## src/rtl/vtiming_params.svh

```systemverilog
// Purpose: Register indices, field positions and reset values for the vertical timing block
// Assumes: Registers are reached by index and data strobes, with no other bus
// Notes:
`ifndef VTIMING_PARAMS_SVH
`define VTIMING_PARAMS_SVH
`define IDX_VSE 8'h11
`define IDX_VDE 8'h12
`define IDX_ROFF 8'h13
`define IDX_UL 8'h14
`define IDX_VBS 8'h15
`define IDX_VBE 8'h16
`define IDX_MODE 8'h17
`define VSE_PROT 7
`define VSE_IEN_N 5
`define VSE_ICLR_N 4
`define UL_DWORD 6
`define UL_BY4 5
`define MD_HOLD_N 7
`define MD_BYTE 6
`define MD_ALT0 5
`define MD_LIN2 3
`define MD_LINE2 2
`define MD_SEL14 1
`define MD_SEL13 0
`define VSE_RMASK 8'hBF
`define UL_RMASK 8'h7F
`define MD_RMASK 8'hEF
`define REG_RST 8'h00
`define DIV2_LAST 2'h1
`define DIV4_LAST 2'h3
`endif

```

## src/rtl/vtiming_pkg.sv

```systemverilog
// Purpose: Types shared by the vertical timing block
// Assumes: Constants come from vtiming_params.svh
// Notes: All state of the block sits in one packed struct
package vtiming_pkg;
  typedef struct packed {
    logic [7:0] vse;
    logic [7:0] vde;
    logic [7:0] roff;
    logic [7:0] ul;
    logic [7:0] vbs;
    logic [7:0] vbe;
    logic [7:0] mode;
  } regs_t;
  typedef struct packed {
    logic [10:0] vtotal;
    logic [10:0] vsync_start;
    logic [2:0] vde_hi;
    logic [2:0] vbs_hi;
    logic [4:0] max_row;
    logic [19:0] start_addr;
    logic compat;
  } ext_cfg_t;
  typedef struct packed {
    regs_t regs;
    logic [10:0] line;
    logic half;
    logic [4:0] row;
    logic [19:0] lin;
    logic [19:0] base;
    logic [1:0] div;
    logic vdisp;
    logic vsync;
    logic vblank;
    logic irq_pend;
    logic underline;
    logic [19:0] addr;
    logic [7:0] rd_data;
  } state_t;
endpackage : vtiming_pkg

```

## src/rtl/vtiming.sv

```systemverilog
// Purpose: Vertical timing, interrupt and display address generation
// Assumes: Strobes char_tick and line_tick are synchronous one-cycle pulses
// Notes: Address and timing outputs lag their cause by one clock
`include "vtiming_params.svh"
module vtiming (
  // Clock and reset
  input wire logic sys_clk,
  input wire logic resetn,
  // Indexed register port
  input wire logic [7:0] reg_index,
  input wire logic reg_wr,
  input wire logic [7:0] reg_wdata,
  output logic [7:0] reg_rd_data,
  // Settings held in registers outside this block
  input wire vtiming_pkg::ext_cfg_t cfg,
  // Horizontal timing strobes
  input wire logic char_tick,
  input wire logic line_tick,
  input wire logic h_display,
  // Timing and memory outputs
  output logic [19:0] disp_addr,
  output logic vsync,
  output logic vblank,
  output logic vdisp,
  output logic underline,
  output logic irq,
  output logic wr_protect
);
  vtiming_pkg::state_t s_r;
  vtiming_pkg::state_t s_nxt;
  logic run;
  logic adv;
  logic [10:0] vde_full;
  logic [10:0] vbs_full;
  logic [10:0] line_new;
  logic [1:0] div_last;
  logic [19:0] step;
  logic [19:0] a;
  logic word_mode;

  assign run = s_r.regs.mode[`MD_HOLD_N];
  assign vde_full = {cfg.vde_hi, s_r.regs.vde};
  assign vbs_full = {cfg.vbs_hi, s_r.regs.vbs};
  assign word_mode = ~s_r.regs.mode[`MD_BYTE];

  always_comb begin
    s_nxt = s_r;
    adv = 1'b0;
    line_new = s_r.line;
    div_last = 2'h0;
    step = 20'h0_0001;
    a = 20'h0_0000;
    case (reg_index)
      `IDX_VSE: s_nxt.rd_data = s_r.regs.vse & `VSE_RMASK;
      `IDX_VDE: s_nxt.rd_data = s_r.regs.vde;
      `IDX_ROFF: s_nxt.rd_data = s_r.regs.roff;
      `IDX_UL: s_nxt.rd_data = s_r.regs.ul & `UL_RMASK;
      `IDX_VBS: s_nxt.rd_data = s_r.regs.vbs;
      `IDX_VBE: s_nxt.rd_data = s_r.regs.vbe;
      `IDX_MODE: s_nxt.rd_data = s_r.regs.mode & `MD_RMASK;
      default: s_nxt.rd_data = 8'h00;
    endcase
    // This block's registers stay writable; the protect bit guards 0-7 and 35 elsewhere
    if (reg_wr) begin
      case (reg_index)
        `IDX_VSE: s_nxt.regs.vse = reg_wdata;
        `IDX_VDE: s_nxt.regs.vde = reg_wdata;
        `IDX_ROFF: s_nxt.regs.roff = reg_wdata;
        `IDX_UL: s_nxt.regs.ul = reg_wdata;
        `IDX_VBS: s_nxt.regs.vbs = reg_wdata;
        `IDX_VBE: s_nxt.regs.vbe = reg_wdata;
        `IDX_MODE: s_nxt.regs.mode = reg_wdata;
        default: ;
      endcase
    end
    if (!s_r.regs.vse[`VSE_ICLR_N]) begin
      s_nxt.irq_pend = 1'b0;
    end
    if (run && line_tick) begin
      adv = ~s_r.regs.mode[`MD_LINE2] | s_r.half;
      s_nxt.half = s_r.regs.mode[`MD_LINE2] & ~s_r.half;
      s_nxt.div = 2'h0;
      // Row scan counts every scan line; only the line counter is halved
      if (s_r.row == cfg.max_row) begin
        s_nxt.row = 5'h00;
        s_nxt.base = s_r.base + {12'h000, s_r.regs.roff};
      end else begin
        s_nxt.row = s_r.row + 5'h01;
      end
      s_nxt.lin = s_nxt.base;
      if (adv) begin
        if (s_r.line == vde_full && !s_r.regs.vse[`VSE_IEN_N] && s_r.regs.vse[`VSE_ICLR_N]
            && !s_r.irq_pend) begin
          s_nxt.irq_pend = 1'b1;
        end
        if (s_r.line == cfg.vtotal) begin
          line_new = 11'h000;
          s_nxt.row = 5'h00;
          s_nxt.base = cfg.start_addr;
          s_nxt.lin = cfg.start_addr;
        end else begin
          line_new = s_r.line + 11'h001;
        end
        s_nxt.line = line_new;
        s_nxt.vdisp = line_new <= vde_full;
        if (line_new == cfg.vsync_start) begin
          s_nxt.vsync = 1'b1;
        end else if (s_r.vsync && line_new[3:0] == s_r.regs.vse[3:0]) begin
          s_nxt.vsync = 1'b0;
        end
        if (line_new == vbs_full + 11'h001) begin
          s_nxt.vblank = 1'b1;
        end else if (s_r.vblank && (cfg.compat ? line_new[4:0] == s_r.regs.vbe[4:0]
                                               : line_new[7:0] == s_r.regs.vbe)) begin
          s_nxt.vblank = 1'b0;
        end
      end
    end else if (run && char_tick && s_r.vdisp && h_display) begin
      // divide the character clock by 1, 2 or 4
      if (s_r.regs.ul[`UL_BY4]) begin
        div_last = `DIV4_LAST;
      end else if (s_r.regs.mode[`MD_LIN2]) begin
        div_last = `DIV2_LAST;
      end
      if (s_r.regs.ul[`UL_BY4] && s_r.regs.mode[`MD_LIN2]) begin
        step = 20'h0_0002;
      end
      if (s_r.div >= div_last) begin
        s_nxt.div = 2'h0;
        s_nxt.lin = s_r.lin + step;
      end else begin
        s_nxt.div = s_r.div + 2'h1;
      end
    end
    s_nxt.underline = s_nxt.row == s_r.regs.ul[4:0] && s_r.regs.ul[4:0] <= cfg.max_row;
    // Address mapping from the updated counter
    if (s_r.regs.ul[`UL_DWORD]) begin
      a = {s_nxt.lin[17:0], 2'h0};
    end else if (word_mode) begin
      a = {s_nxt.lin[18:0], 1'h0};
      a[0] = s_r.regs.mode[`MD_ALT0] ? s_nxt.lin[15] : s_nxt.lin[13];
    end else begin
      a = s_nxt.lin;
    end
    if (s_nxt.vdisp && h_display) begin
      a[13] = s_r.regs.mode[`MD_SEL13] ? (word_mode ? s_nxt.lin[12] : s_nxt.lin[13])
                                       : s_nxt.row[0];
      a[14] = s_r.regs.mode[`MD_SEL14] ? (word_mode ? s_nxt.lin[13] : s_nxt.lin[14])
                                       : s_nxt.row[1];
    end
    s_nxt.addr = a;
  end

  always_ff @(posedge sys_clk or negedge resetn) begin
    if (!resetn) begin
      s_r <= '0;
    end else begin
      s_r <= s_nxt;
    end
  end

  assign reg_rd_data = s_r.rd_data;
  assign disp_addr = s_r.addr;
  assign vsync = s_r.vsync;
  assign vblank = s_r.vblank;
  assign vdisp = s_r.vdisp;
  assign underline = s_r.underline;
  assign irq = s_r.irq_pend;
  assign wr_protect = s_r.regs.vse[`VSE_PROT];

  // Checks
  a_hold_freeze: assert property (@(posedge sys_clk) disable iff (!resetn)
    !run |=> $stable(s_r.line) && $stable(s_r.row) && $stable(s_r.lin))
    else $error("timing moved while held");
  a_irq_disabled: assert property (@(posedge sys_clk) disable iff (!resetn)
    $rose(irq) |-> !$past(s_r.regs.vse[`VSE_IEN_N]))
    else $error("interrupt raised while disabled");
  a_irq_clear: assert property (@(posedge sys_clk) disable iff (!resetn)
    !s_r.regs.vse[`VSE_ICLR_N] |=> !irq)
    else $error("interrupt not cleared");
  a_irq_raise: assert property (@(posedge sys_clk) disable iff (!resetn)
    run && line_tick && adv && s_r.line == vde_full && !s_r.regs.vse[`VSE_IEN_N]
    && s_r.regs.vse[`VSE_ICLR_N] |=> irq)
    else $error("interrupt missed at display end");
  a_vsync_end: assert property (@(posedge sys_clk) disable iff (!resetn)
    $fell(vsync) |-> s_r.line[3:0] == s_r.regs.vse[3:0])
    else $error("sync ended on wrong line");
  a_vsync_start: assert property (@(posedge sys_clk) disable iff (!resetn)
    $rose(vsync) |-> s_r.line == cfg.vsync_start)
    else $error("sync started on wrong line");
  a_vblank_start: assert property (@(posedge sys_clk) disable iff (!resetn)
    $rose(vblank) |-> s_r.line == vbs_full + 11'h001)
    else $error("blank started on wrong line");
  a_row_offset: assert property (@(posedge sys_clk) disable iff (!resetn)
    run && line_tick && s_r.row == cfg.max_row && !(adv && s_r.line == cfg.vtotal)
    |=> s_r.base == $past(s_r.base) + {12'h000, $past(s_r.regs.roff)})
    else $error("row offset not added");
  a_underline_off: assert property (@(posedge sys_clk) disable iff (!resetn)
    s_r.regs.ul[4:0] > cfg.max_row |=> !underline)
    else $error("underline beyond max row");
  a_byte_addr: assert property (@(posedge sys_clk) disable iff (!resetn)
    !word_mode && !s_r.regs.ul[`UL_DWORD] && $stable(s_r.regs) |=> disp_addr[0] == s_r.lin[0])
    else $error("byte mode lowest line wrong");
  a_vblank_end: assert property (@(posedge sys_clk) disable iff (!resetn)
    $fell(vblank) |-> (cfg.compat ? s_r.line[4:0] == s_r.regs.vbe[4:0] : s_r.line[7:0] == s_r.regs.vbe))
    else $error("blank ended on wrong line");
  a_vsync_hold: assert property (@(posedge sys_clk) disable iff (!resetn)
    vsync && !(run && line_tick && adv) |=> vsync)
    else $error("sync dropped between lines");
  a_vblank_hold: assert property (@(posedge sys_clk) disable iff (!resetn)
    vblank && !(run && line_tick && adv) |=> vblank)
    else $error("blank dropped between lines");
  a_irq_source: assert property (@(posedge sys_clk) disable iff (!resetn)
    $rose(irq) |-> $past(s_r.line) == $past(vde_full))
    else $error("interrupt raised away from display end");
  a_irq_hold: assert property (@(posedge sys_clk) disable iff (!resetn)
    irq && s_r.regs.vse[`VSE_ICLR_N] |=> irq)
    else $error("pending interrupt dropped without clear");

  // Register port
  a_protect_write: assert property (@(posedge sys_clk) disable iff (!resetn)
    reg_wr && reg_index == `IDX_VSE |=> wr_protect == $past(reg_wdata[`VSE_PROT]))
    else $error("protect bit not stored");
  a_read_back: assert property (@(posedge sys_clk) disable iff (!resetn)
    reg_index == `IDX_VDE |=> reg_rd_data == $past(s_r.regs.vde))
    else $error("display end read back wrong");

  // Line and row counters and the vsync, vblank, vdisp and underline outputs they drive
  a_hold_outputs: assert property (@(posedge sys_clk) disable iff (!resetn)
    !run |=> $stable(vsync) && $stable(vblank) && $stable(vdisp))
    else $error("timing outputs moved while held");
  a_vdisp_level: assert property (@(posedge sys_clk) disable iff (!resetn)
    run && line_tick && adv |=> vdisp == (s_r.line <= $past(vde_full)))
    else $error("display enable on wrong line");
  a_line_halve: assert property (@(posedge sys_clk) disable iff (!resetn)
    run && line_tick && s_r.regs.mode[`MD_LINE2] && !s_r.half |=> $stable(s_r.line))
    else $error("line counter moved on skipped line");
  a_line_step: assert property (@(posedge sys_clk) disable iff (!resetn)
    run && line_tick && !s_r.regs.mode[`MD_LINE2] && s_r.line != cfg.vtotal
    |=> s_r.line == $past(s_r.line) + 11'h001)
    else $error("line counter missed a step");
  a_frame_wrap: assert property (@(posedge sys_clk) disable iff (!resetn)
    run && line_tick && adv && s_r.line == cfg.vtotal
    |=> s_r.line == 11'h000 && s_r.row == 5'h00 && s_r.lin == $past(cfg.start_addr))
    else $error("frame did not restart");
  a_row_wrap: assert property (@(posedge sys_clk) disable iff (!resetn)
    run && line_tick && s_r.row == cfg.max_row |=> s_r.row == 5'h00)
    else $error("row counter did not wrap");
  a_row_step: assert property (@(posedge sys_clk) disable iff (!resetn)
    run && line_tick && s_r.row != cfg.max_row && !(adv && s_r.line == cfg.vtotal)
    |=> s_r.row == $past(s_r.row) + 5'h01)
    else $error("row counter missed a step");
  a_underline_on: assert property (@(posedge sys_clk) disable iff (!resetn)
    underline |-> s_r.row == $past(s_r.regs.ul[4:0]))
    else $error("underline on wrong row");

  // Character clock division
  a_div_restart: assert property (@(posedge sys_clk) disable iff (!resetn)
    run && line_tick |=> s_r.div == 2'h0)
    else $error("divider phase not restarted");
  a_char_step: assert property (@(posedge sys_clk) disable iff (!resetn)
    run && char_tick && !line_tick && s_r.vdisp && h_display && !s_r.regs.ul[`UL_BY4]
    && !s_r.regs.mode[`MD_LIN2] |=> s_r.lin == $past(s_r.lin) + 20'h0_0001)
    else $error("linear counter missed a character");
  a_char_half: assert property (@(posedge sys_clk) disable iff (!resetn)
    run && char_tick && !line_tick && s_r.vdisp && h_display && !s_r.regs.ul[`UL_BY4]
    && s_r.regs.mode[`MD_LIN2] && s_r.div == 2'h0 |=> $stable(s_r.lin))
    else $error("linear counter stepped on skipped character");
  a_char_quad: assert property (@(posedge sys_clk) disable iff (!resetn)
    run && char_tick && !line_tick && s_r.vdisp && h_display && s_r.regs.ul[`UL_BY4]
    && s_r.regs.mode[`MD_LIN2] && s_r.div == `DIV4_LAST |=> s_r.lin == $past(s_r.lin) + 20'h0_0002)
    else $error("linear counter did not step twice");

  // Display address mapping
  a_byte_low: assert property (@(posedge sys_clk) disable iff (!resetn)
    !word_mode && !s_r.regs.ul[`UL_DWORD] |=> disp_addr[12:0] == s_r.lin[12:0])
    else $error("byte mode address wrong");
  a_word_lowest: assert property (@(posedge sys_clk) disable iff (!resetn)
    word_mode && !s_r.regs.ul[`UL_DWORD]
    |=> disp_addr[0] == ($past(s_r.regs.mode[`MD_ALT0]) ? s_r.lin[15] : s_r.lin[13]))
    else $error("word mode lowest line wrong");
  a_word_shift: assert property (@(posedge sys_clk) disable iff (!resetn)
    word_mode && !s_r.regs.ul[`UL_DWORD] |=> disp_addr[12:1] == s_r.lin[11:0])
    else $error("word mode address not shifted");
  a_dword_addr: assert property (@(posedge sys_clk) disable iff (!resetn)
    s_r.regs.ul[`UL_DWORD] |=> disp_addr[12:0] == {s_r.lin[10:0], 2'h0})
    else $error("doubleword address not shifted");
  a_sel14_row: assert property (@(posedge sys_clk) disable iff (!resetn)
    !s_r.regs.mode[`MD_SEL14] && s_nxt.vdisp && h_display |=> disp_addr[14] == s_r.row[1])
    else $error("line fourteen not row bit one");
  a_sel14_lin: assert property (@(posedge sys_clk) disable iff (!resetn)
    s_r.regs.mode[`MD_SEL14] && s_nxt.vdisp && h_display
    |=> disp_addr[14] == ($past(word_mode) ? s_r.lin[13] : s_r.lin[14]))
    else $error("line fourteen not counter bit");
  a_sel13_row: assert property (@(posedge sys_clk) disable iff (!resetn)
    !s_r.regs.mode[`MD_SEL13] && s_nxt.vdisp && h_display |=> disp_addr[13] == s_r.row[0])
    else $error("line thirteen not row bit zero");
  a_sel13_lin: assert property (@(posedge sys_clk) disable iff (!resetn)
    s_r.regs.mode[`MD_SEL13] && s_nxt.vdisp && h_display
    |=> disp_addr[13] == ($past(word_mode) ? s_r.lin[12] : s_r.lin[13]))
    else $error("line thirteen not counter bit");

  c_frame_wrap: cover property (@(posedge sys_clk) disable iff (!resetn)
    run && line_tick && adv && s_r.line == cfg.vtotal);
  c_irq: cover property (@(posedge sys_clk) disable iff (!resetn) $rose(irq));
  c_vsync: cover property (@(posedge sys_clk) disable iff (!resetn) $fell(vsync));
  c_vblank: cover property (@(posedge sys_clk) disable iff (!resetn) $fell(vblank));
  c_row_wrap: cover property (@(posedge sys_clk) disable iff (!resetn)
    line_tick && run && s_r.row == cfg.max_row);
endmodule : vtiming

```

## config.mk

```make
export PLATFORM = sky130hd
export DESIGN_NAME = vtiming
export DESIGN_NICKNAME = d
export VERILOG_FILES = /design/src/rtl/vtiming_pkg.sv /design/src/rtl/vtiming.sv
export VERILOG_INCLUDE_DIRS = /design/src /design/src/rtl
export SDC_FILE = /design/constraint.sdc
export NUM_CORES = 1
export LEC_CHECK = 0
export ABC_AREA = 1
export ABC_CLOCK_PERIOD_IN_PS = 4000
export BUFFER_PORTS_ARGS = -buffer_cell sky130_fd_sc_hd__buf_4
export CAP_MARGIN = 20
export CORE_MARGIN = 3
export CORE_UTILIZATION = 40
export CTS_CLUSTER_DIAMETER = 30
export CTS_CLUSTER_SIZE = 8
export DETAILED_ROUTE_END_ITERATION = 10
export GPL_ROUTABILITY_DRIVEN = 0
export MAX_ROUTING_LAYER = met4
export SLEW_MARGIN = 20
export SYNTH_ARGS = -nofsm -noshare
export SYNTH_HDL_FRONTEND = slang
export SYNTH_SLANG_ARGS = --single-unit
```

## constraint.sdc

```tcl
create_clock -name sys_clk -period 4 [get_ports sys_clk]
set_input_delay 0.8 -clock sys_clk [delete_from_list [all_inputs] [get_ports sys_clk]]
set_output_delay 0.8 -clock sys_clk [all_outputs]
set_load 0.01 [all_outputs]
```

==> results of run 1 <==
-- layout by cell type, fill, tap and decap left out, drive strengths merged, types with 2 or more instances in the layout --
| master | synthesis | final |
|---|---|---|
| a211oi | 3 | 3 |
| a21o | 3 | 3 |
| a21oi | 39 | 39 |
| a221oi | 10 | 10 |
| a31o | 2 | 2 |
| buf | 48 | 121 |
| bufinv | 0 | 2 |
| clkbuf | 13 | 20 |
| clkinv | 2 | 7 |
| clkinvlp | 0 | 3 |
| dfrtp | 145 | 145 |
| fa | 2 | 2 |
| ha | 30 | 30 |
| inv | 165 | 167 |
| nand2 | 377 | 377 |
| nand3 | 98 | 98 |
| nand3b | 7 | 7 |
| nand4 | 27 | 27 |
| nor2 | 96 | 96 |
| nor3 | 16 | 16 |
| nor4 | 3 | 3 |
| o2111ai | 3 | 3 |
| o211ai | 17 | 17 |
| o21ai | 125 | 125 |
| o21bai | 3 | 3 |
| o221ai | 7 | 7 |
| o22ai | 10 | 10 |
| or2 | 10 | 10 |
| xnor2 | 16 | 16 |
| xor2 | 30 | 30 |
-- per-stage QoR --
| step | utilization, % | cells | setup WS (ps) | hold slack (ps) |
|---|---|---|---|---|
| finish | 47.5 | 1722 | 873 | 454 |
| global route | 47.5 | 1722 | 491 | 504 |
| detailed placement | 45.1 | 1690 | 558 | 465 |
| CTS | 47.5 | 1722 | 905 | 484 |
| floorplan | - | 1311 | 1180 | 453 |
| global placement | 45.1 | 1690 | 634 | 465 |
-- Yosys cell counts (3+ instances only) --
| master | n |
|---|---|
| nand2_1 | 362 |
| inv_1 | 149 |
| dfrtp_1 | 145 |
| o21ai_0 | 112 |
| nand3_1 | 90 |
| nor2_1 | 78 |
| a21oi_1 | 36 |
| buf_4 | 30 |
| ha_1 | 30 |
| xor2_1 | 29 |
| nand4_1 | 27 |
| xnor2_1 | 16 |
| inv_2 | 15 |
| buf_2 | 13 |
| clkbuf_1 | 13 |
| nand2_2 | 13 |
| nor3_1 | 13 |
| nor2_2 | 12 |
| o211ai_2 | 12 |
| a221oi_1 | 10 |
| o22ai_1 | 10 |
| o21ai_1 | 9 |
| nand3_2 | 7 |
| nand3b_1 | 7 |
| o221ai_1 | 7 |
| or2_2 | 6 |
| nor2_4 | 5 |
| o211ai_1 | 5 |
| buf_6 | 4 |
| o21ai_2 | 4 |
| a211oi_1 | 3 |
| a21o_1 | 3 |
| a21oi_2 | 3 |
| nor3_4 | 3 |
| o2111ai_1 | 3 |
-- layout make-up --
class	instances	area, µm²	area share [%]
sequential	145	3630	32.2
multi-input combinational	938	5090	45.2
timing repair buffer	121	925	8.21
clock buffer	20	447	3.97
inverter	167	632	5.61
clock inverter	12	133	1.18
tap	319	399	3.55
-- registers in the layout, indices dropped and copies added, names as in the netlist --
signal	cells
vdisp	1
underline	1
wr_protect	1
run	1
disp_addr	20
irq	1
vblank	1
reg_rd_data	8
vsync	1
s_r	110
-- final timing paths --
check | start | end | cells past startpoint
worst max-delay path | s_r[81]$_DFFE_PN0P_ | disp_addr[13]$_DFF_PN0_ | 20
worst min-delay path | resetn | s_r[51]$_DFFE_PN0P_ | 1
worst max register to register | s_r[81]$_DFFE_PN0P_ | disp_addr[13]$_DFF_PN0_ | 20
worst min register to register | vblank$_DFFE_PN0P_ | vblank$_DFFE_PN0P_ | 2
max in group asynchronous | resetn | s_r[39]$_DFFE_PN0P_ | 2
min in group sys_clk | vblank$_DFFE_PN0P_ | vblank$_DFFE_PN0P_ | 2
-- kinds of logic (layout without fill, tap and decap cells) --
logic type | count (synthesis) | count (layout)
AND/OR/NAND/NOR | 635 | 635
buffers and inverters | 228 | 320
AO/OA/AOI/OAI | 225 | 225
flip-flops | 145 | 145
XOR/XNOR | 46 | 46
adder cells (fa/ha/maj) | 32 | 32
-- metal layers --
metal / GRT usage (%) / share of wire, %
met5: - / 0
met3: 3.44 / 5.3
met2: 37.3 / 48
met1: 29.4 / 44
met4: 6.51 / 2.2
-- power groups by stage --
stage                     registers (mW)  clock network, mW  logic, mW
after CTS                           2.04               1.63       1.72
final                               2.04               1.61       1.71
after global routing                2.08               1.68       1.95
after detailed placement            2.06                  0       1.71
after global placement              2.06                  0       1.68
after floorplan                     1.96                  0       1.33
-- worst max-delay path: stages, from the launching register on --
cell and delay [ps]:
dfrtp_1 540, ha_1 230, nand2_1 70, inv_1 100
nand4_1 150, nor2_2 220, nand4_1 140, nand3_2 160
inv_1 60, ha_1 290, nand2_1 70, nor2_1 80
nand2_1 80, nor4b_1 270, nand4_1 140, nand2_1 70
inv_1 50, nand2_1 70, nand3b_1 90, nand2_1 70
nand2_1 50
==> flow_summary.yaml, run 1 <==
setup_path:
  path_max_fanout: 10
  worstSetupStartpointType: "register"
  end_kind: "register"
  critPathArrivalTime_ps: 3440
  reg2reg_slack_ps: 870
  path_class: "register to register"
  required_ps: 4310
clock_network:
  numCtsBuffers: 17
  post_cts_resized: 0
  root_buffer: "clkbuf_16"
  clkTransAtPathRegs_ps: 70
  cts_tree: "yes"
  h-tree-depth: 4
  clock_insertion_delay_worst_skew_ps: 430
  cts_max_path_buffers: 2
  hold_buffers: 0
  clock_sinks: 145
  post-cts-setup-buffer-count: 0
yosys:
  synthXorXnorAreaFrac_pct: 4.21
  synth_mux_area_share_pct: 0
  synth_cell_types: 54
  synth_top_family_by_area: "simple AND/OR/NAND/NOR gates"
  synthSimpleGateAreaFrac_pct: 29.5
  synth_top_area_share_pct: 37.2
  ys_seq_area_share_pct: 37.2
  synthArstFlopShare_pct: 100
  synth_fa_ha_area_share_pct: 4.26
  synth-seq-cells: 145
  synth_cells: 1311
  synth_area_leaders: "dfrtp_1, nand2_1, o21ai_0"
  synth_nets: 1419
  yosys.area.top_type: "dfrtp_1"
  synth_ff_type: "dfrtp_1"
  avgSynthCellArea_um2: 7.43
  synth_compound_area_share_pct: 14.3
  synth_edf_count: 0
  synth_area_mm2: 0.00974
  synth_warnings: 0
run_status:
  status: "finished, final reports clean"
placed_design:
  dp_hpwl_um: 21700
  port_buffers: 109
  placed_area_mm2: 0.0107
final_layout:
  drive_gt1_share_pct: 17.3
  num-nets-final: 1498
  fill_cells: 2412
  diodes: 0
  finalInstanceArea_mm2: 0.0113
  area_growth_pct: 15.6
floorplanning:
  dieArea_mm2: 0.0263
  initial_utilization_pct: 41.1
  row_count: 56
  die_w_um: 162
  core-area_mm2: 0.0237
  die_y_um: 162
  ios: 110
timing:
  tightest_slew_ps: 909
  finalCritPeriodShare_pct: 78.2
  tns_ps: 0
  finalSetupViolCount: 0
  hold_viol: 0
  grt_setup_unrepaired: "false"
  clock.fmax_ghz: 0.320
  fin_crit_ps: 3130
  final_max_slew_viol_count: 0
  fin_skew_ps: 14.0
  slew_headroom_pct: 39.4
global_routing:
  antenna_found_initial: 0
  grt_max_degree: 95
  grt_overflow: 0
  grt_use_total_pct: 22.7
  grt_pass1_vias: 8365
  grt_pass1_wl_um: 45600
pwr:
  netSwitchingPower_mw: 1.97
  p_int_mw: 3.39
  ir_drop_uv: 249
  powerDensity_mw_per_mm2: 476
  swShare_pct: 36.7
  power_frac_comb_pct: 32.0
  p_leak_nw: 5.55
  seq_power_share_pct: 38.1
  p_total_mw: 5.36
  clock_power_share_pct: 30.0
worst_hold_path:
  hold_path_class: "input port to asynchronous set/reset pin"
route:
  drt_iter0_drc: 564
  detail_route.first_pass.iterations: 8
  via_per_inst: 5.12
  vias: 8810
  routed_wl_um: 28600
  wire_per_inst_um: 16.6
  drc: 0
  ant_nets: 0
job:
  cap_violations: 0
Power figures use the tool's default switching activity.
==> inputs of run 2 (changes only) <==
--- a/config.mk
+++ b/config.mk
@@ -6,8 +6,8 @@
 export SDC_FILE = /design/constraint.sdc
 export NUM_CORES = 1
 export LEC_CHECK = 0
-export ABC_AREA = 1
-export ABC_CLOCK_PERIOD_IN_PS = 4000
+export ABC_AREA = 0
+export ABC_CLOCK_PERIOD_IN_PS = 3100
 export BUFFER_PORTS_ARGS = -buffer_cell sky130_fd_sc_hd__buf_4
 export CAP_MARGIN = 20
 export CORE_MARGIN = 3
==> constraint.sdc (replaced) <==
create_clock -name sys_clk -period 3.1 [get_ports sys_clk]
set_input_delay 0.62 -clock sys_clk [delete_from_list [all_inputs] [get_ports sys_clk]]
set_output_delay 0.62 -clock sys_clk [all_outputs]
set_load 0.01 [all_outputs]
==> flow_summary.yaml, run 2 <==
timing:
  hold_viol: 0
  fin_skew_ps: 12.0
  fin_crit_ps: 3570
  finalCritPeriodShare_pct: 115
  final_max_slew_viol_count: 0
  finalSetupViolCount: 3
  grt_setup_unrepaired: "true"
  slew_headroom_pct: 48.3
  timing.hold.ws_ps: 209
  clock.fmax_ghz: 0.280
  fin_ws_ps: -472
  tightest_slew_ps: 775
pwr:
  p_total_mw: 5.71
  ir_drop_uv: 382
  p_leak_nw: 5.46
  powerDensity_mw_per_mm2: 491
clock_network:
  clock_insertion_delay_worst_skew_ps: 430
  cts_max_path_buffers: 2
  numCtsBuffers: 17
  clock_sinks: 145
  clkTransAtPathRegs_ps: 70
  h-tree-depth: 4
  cts_tree: "yes"
  root_buffer: "clkbuf_16"
floorplanning:
  die_y_um: 159
  ios: 110
  initial_utilization_pct: 41.1
  row_count: 55
  core-area_mm2: 0.0228
  die_w_um: 159
  dieArea_mm2: 0.0253
job:
  cap_violations: 0
global_routing:
  grt_use_total_pct: 22.7
  antenna_found_initial: 0
  grt_pass1_vias: 8048
  grt_max_degree: 80
  grt_overflow: 0
  grt_pass1_wl_um: 44600
yosys:
  synth-seq-cells: 145
  synth_cell_types: 79
  synth_area_mm2: 0.00939
  yosys-top-cells-count: "dfrtp_1, nand2_1, xnor2_1"
  synth_ff_type: "dfrtp_1"
  synth_most_common_cell: "dfrtp_1"
  synth_edf_count: 0
  yosys.area.top_type: "dfrtp_1"
  synthXorXnorAreaFrac_pct: 9.77
  synth_mux_area_share_pct: 7.77
  synth_fa_ha_area_share_pct: 4.43
  synthArstFlopShare_pct: 100
  synth_compound_area_share_pct: 14.9
  synth_top_area_share_pct: 38.7
  synthSimpleGateAreaFrac_pct: 18.6
  ys_seq_area_share_pct: 38.7
  synth_area_leaders: "dfrtp_1, mux2_2, xnor2_1"
  synth_warnings: 0
  synth_cells: 1003
  synth_top_family_by_area: "simple AND/OR/NAND/NOR gates"
  synth_nets: 1111
  avgSynthCellArea_um2: 9.36
final_layout:
  area_growth_pct: 23.9
  final_core_util_pct: 50.9
  layout_common_cells: "buf_4, dfrtp_1, nand2_1"
  drive_gt1_share_pct: 28.3
  diodes: 0
  num-nets-final: 1262
  final_common_cell: "buf_4"
  fill_cells: 2181
  largest_register: "s_r"
  largest_register_ffs: 110
setup_path:
  slowest_stage: "or4_4"
  critical_path_buf_inv_count: 2
  critical_path.top_delay_family: "simple AND/OR/NAND/NOR gates"
  critPathArrivalTime_ps: 3870
  crit_chain: "xor2_1, nor4_2, buf_4, and3_4, nand2b_4, inv_2, ha_4, nand2_2, or4_4, o22a_1, o31a_1, o32a_1, a211oi_4, o21a_1, a22oi_2"
  reg2reg_slack_ps: -470
  path_class: "register to register"
  path_max_fanout: 5
  end_kind: "register"
  max_stage_delay_ps: 520
  worstSetupStartpointType: "register"
  required_ps: 3390
run_status:
  violations: "setup timing"
  status: "finished with violations"
route:
  ant_nets: 0
  drc: 0
  routed_wl_um: 28000
  drt_iter0_drc: 443
  detail_route.first_pass.iterations: 5
  via_per_inst: 5.46
  vias: 8088
  wire_per_inst_um: 18.9
worst_hold_path:
  hold_path_class: "input port to asynchronous set/reset pin"
placed_design:
  dp_hpwl_um: 21500
  port_buffers: 109
## run 2: metrics by stage
| step | std cells | worst slack [ps] | area [µm²] | setup TNS, ps |
|---|---|---|---|---|
| finish | 1480 | -472 | 11600 | -957 |
| CTS | 1480 | -412 | 11600 | -820 |
| floorplan | 1003 | -541 | 9480 | -1170 |
| global route | 1480 | -621 | 11600 | -1330 |
| detailed placement | 1443 | -914 | 11000 | -2270 |
| global placement | 1443 | -868 | 11000 | -2090 |
## run 2: cell families (layout without fill, tap and decap cells)
family | Yosys count | after routing
and+or+nand+nor | 341 | 342
AOI/OAI and AO/OA | 205 | 205
DFF | 145 | 145
buffers and inverters | 111 | 274
xor gates and xnor gates | 103 | 103
muxes | 66 | 66
adders and majority gates | 32 | 32
## run 2: per-layer routing
metal,wire length (µm),vias up,global-route usage (%)
met2,14400,200,39.1
met4,555,0,5.81
met3,963,37,3.54
met1,12100,3963,28.0
met5,0,-,-
li1,-,3888,-
## run 2: final timing paths
path                            depth (start not counted)                 from                       end
worst min register to register                          2  s_r[80]$_DFFE_PN0P_       s_r[80]$_DFFE_PN0P_
worst max-delay path                                   15  s_r[81]$_DFFE_PN0P_   disp_addr[14]$_DFF_PN0_
min in group sys_clk                                    2  s_r[80]$_DFFE_PN0P_       s_r[80]$_DFFE_PN0P_
max in group asynchronous                               2               resetn  reg_rd_data[4]$_DFF_PN0_
worst max register to register                         15  s_r[81]$_DFFE_PN0P_   disp_addr[14]$_DFF_PN0_
worst min-delay path                                    1               resetn       s_r[45]$_DFFE_PN0P_
## run 2: layout make-up
class / instances / area [µm²] / share of cell area (%)
clock buffers: 20 / 437 / 3.76
flip-flops and latches: 145 / 3630 / 31.2
inverters: 40 / 150 / 1.29
repair buffers: 202 / 1560 / 13.4
clock inverters: 12 / 110 / 0.947
multi-input cells: 748 / 5350 / 46.0
well taps: 313 / 392 / 3.37
## run 2: what timing repair did
action / in CTS / in global routing
hold buffers: 0 / 0
setup buffers: 4 / 0
cloned: 1 / 0
endpoints found under the setup margin: 3 / 7
gates resized for setup: 2 / 6
pin swaps: 5 / 2
## run 2: power by group
group / leakage (nW) / switching (mW) / internal (mW)
sequential: 1.96 / 0.169 / 2.09
clock: 0.269 / 0.843 / 1.11
combinational: 3.24 / 0.769 / 0.730
total: 5.46 / 1.78 / 3.93
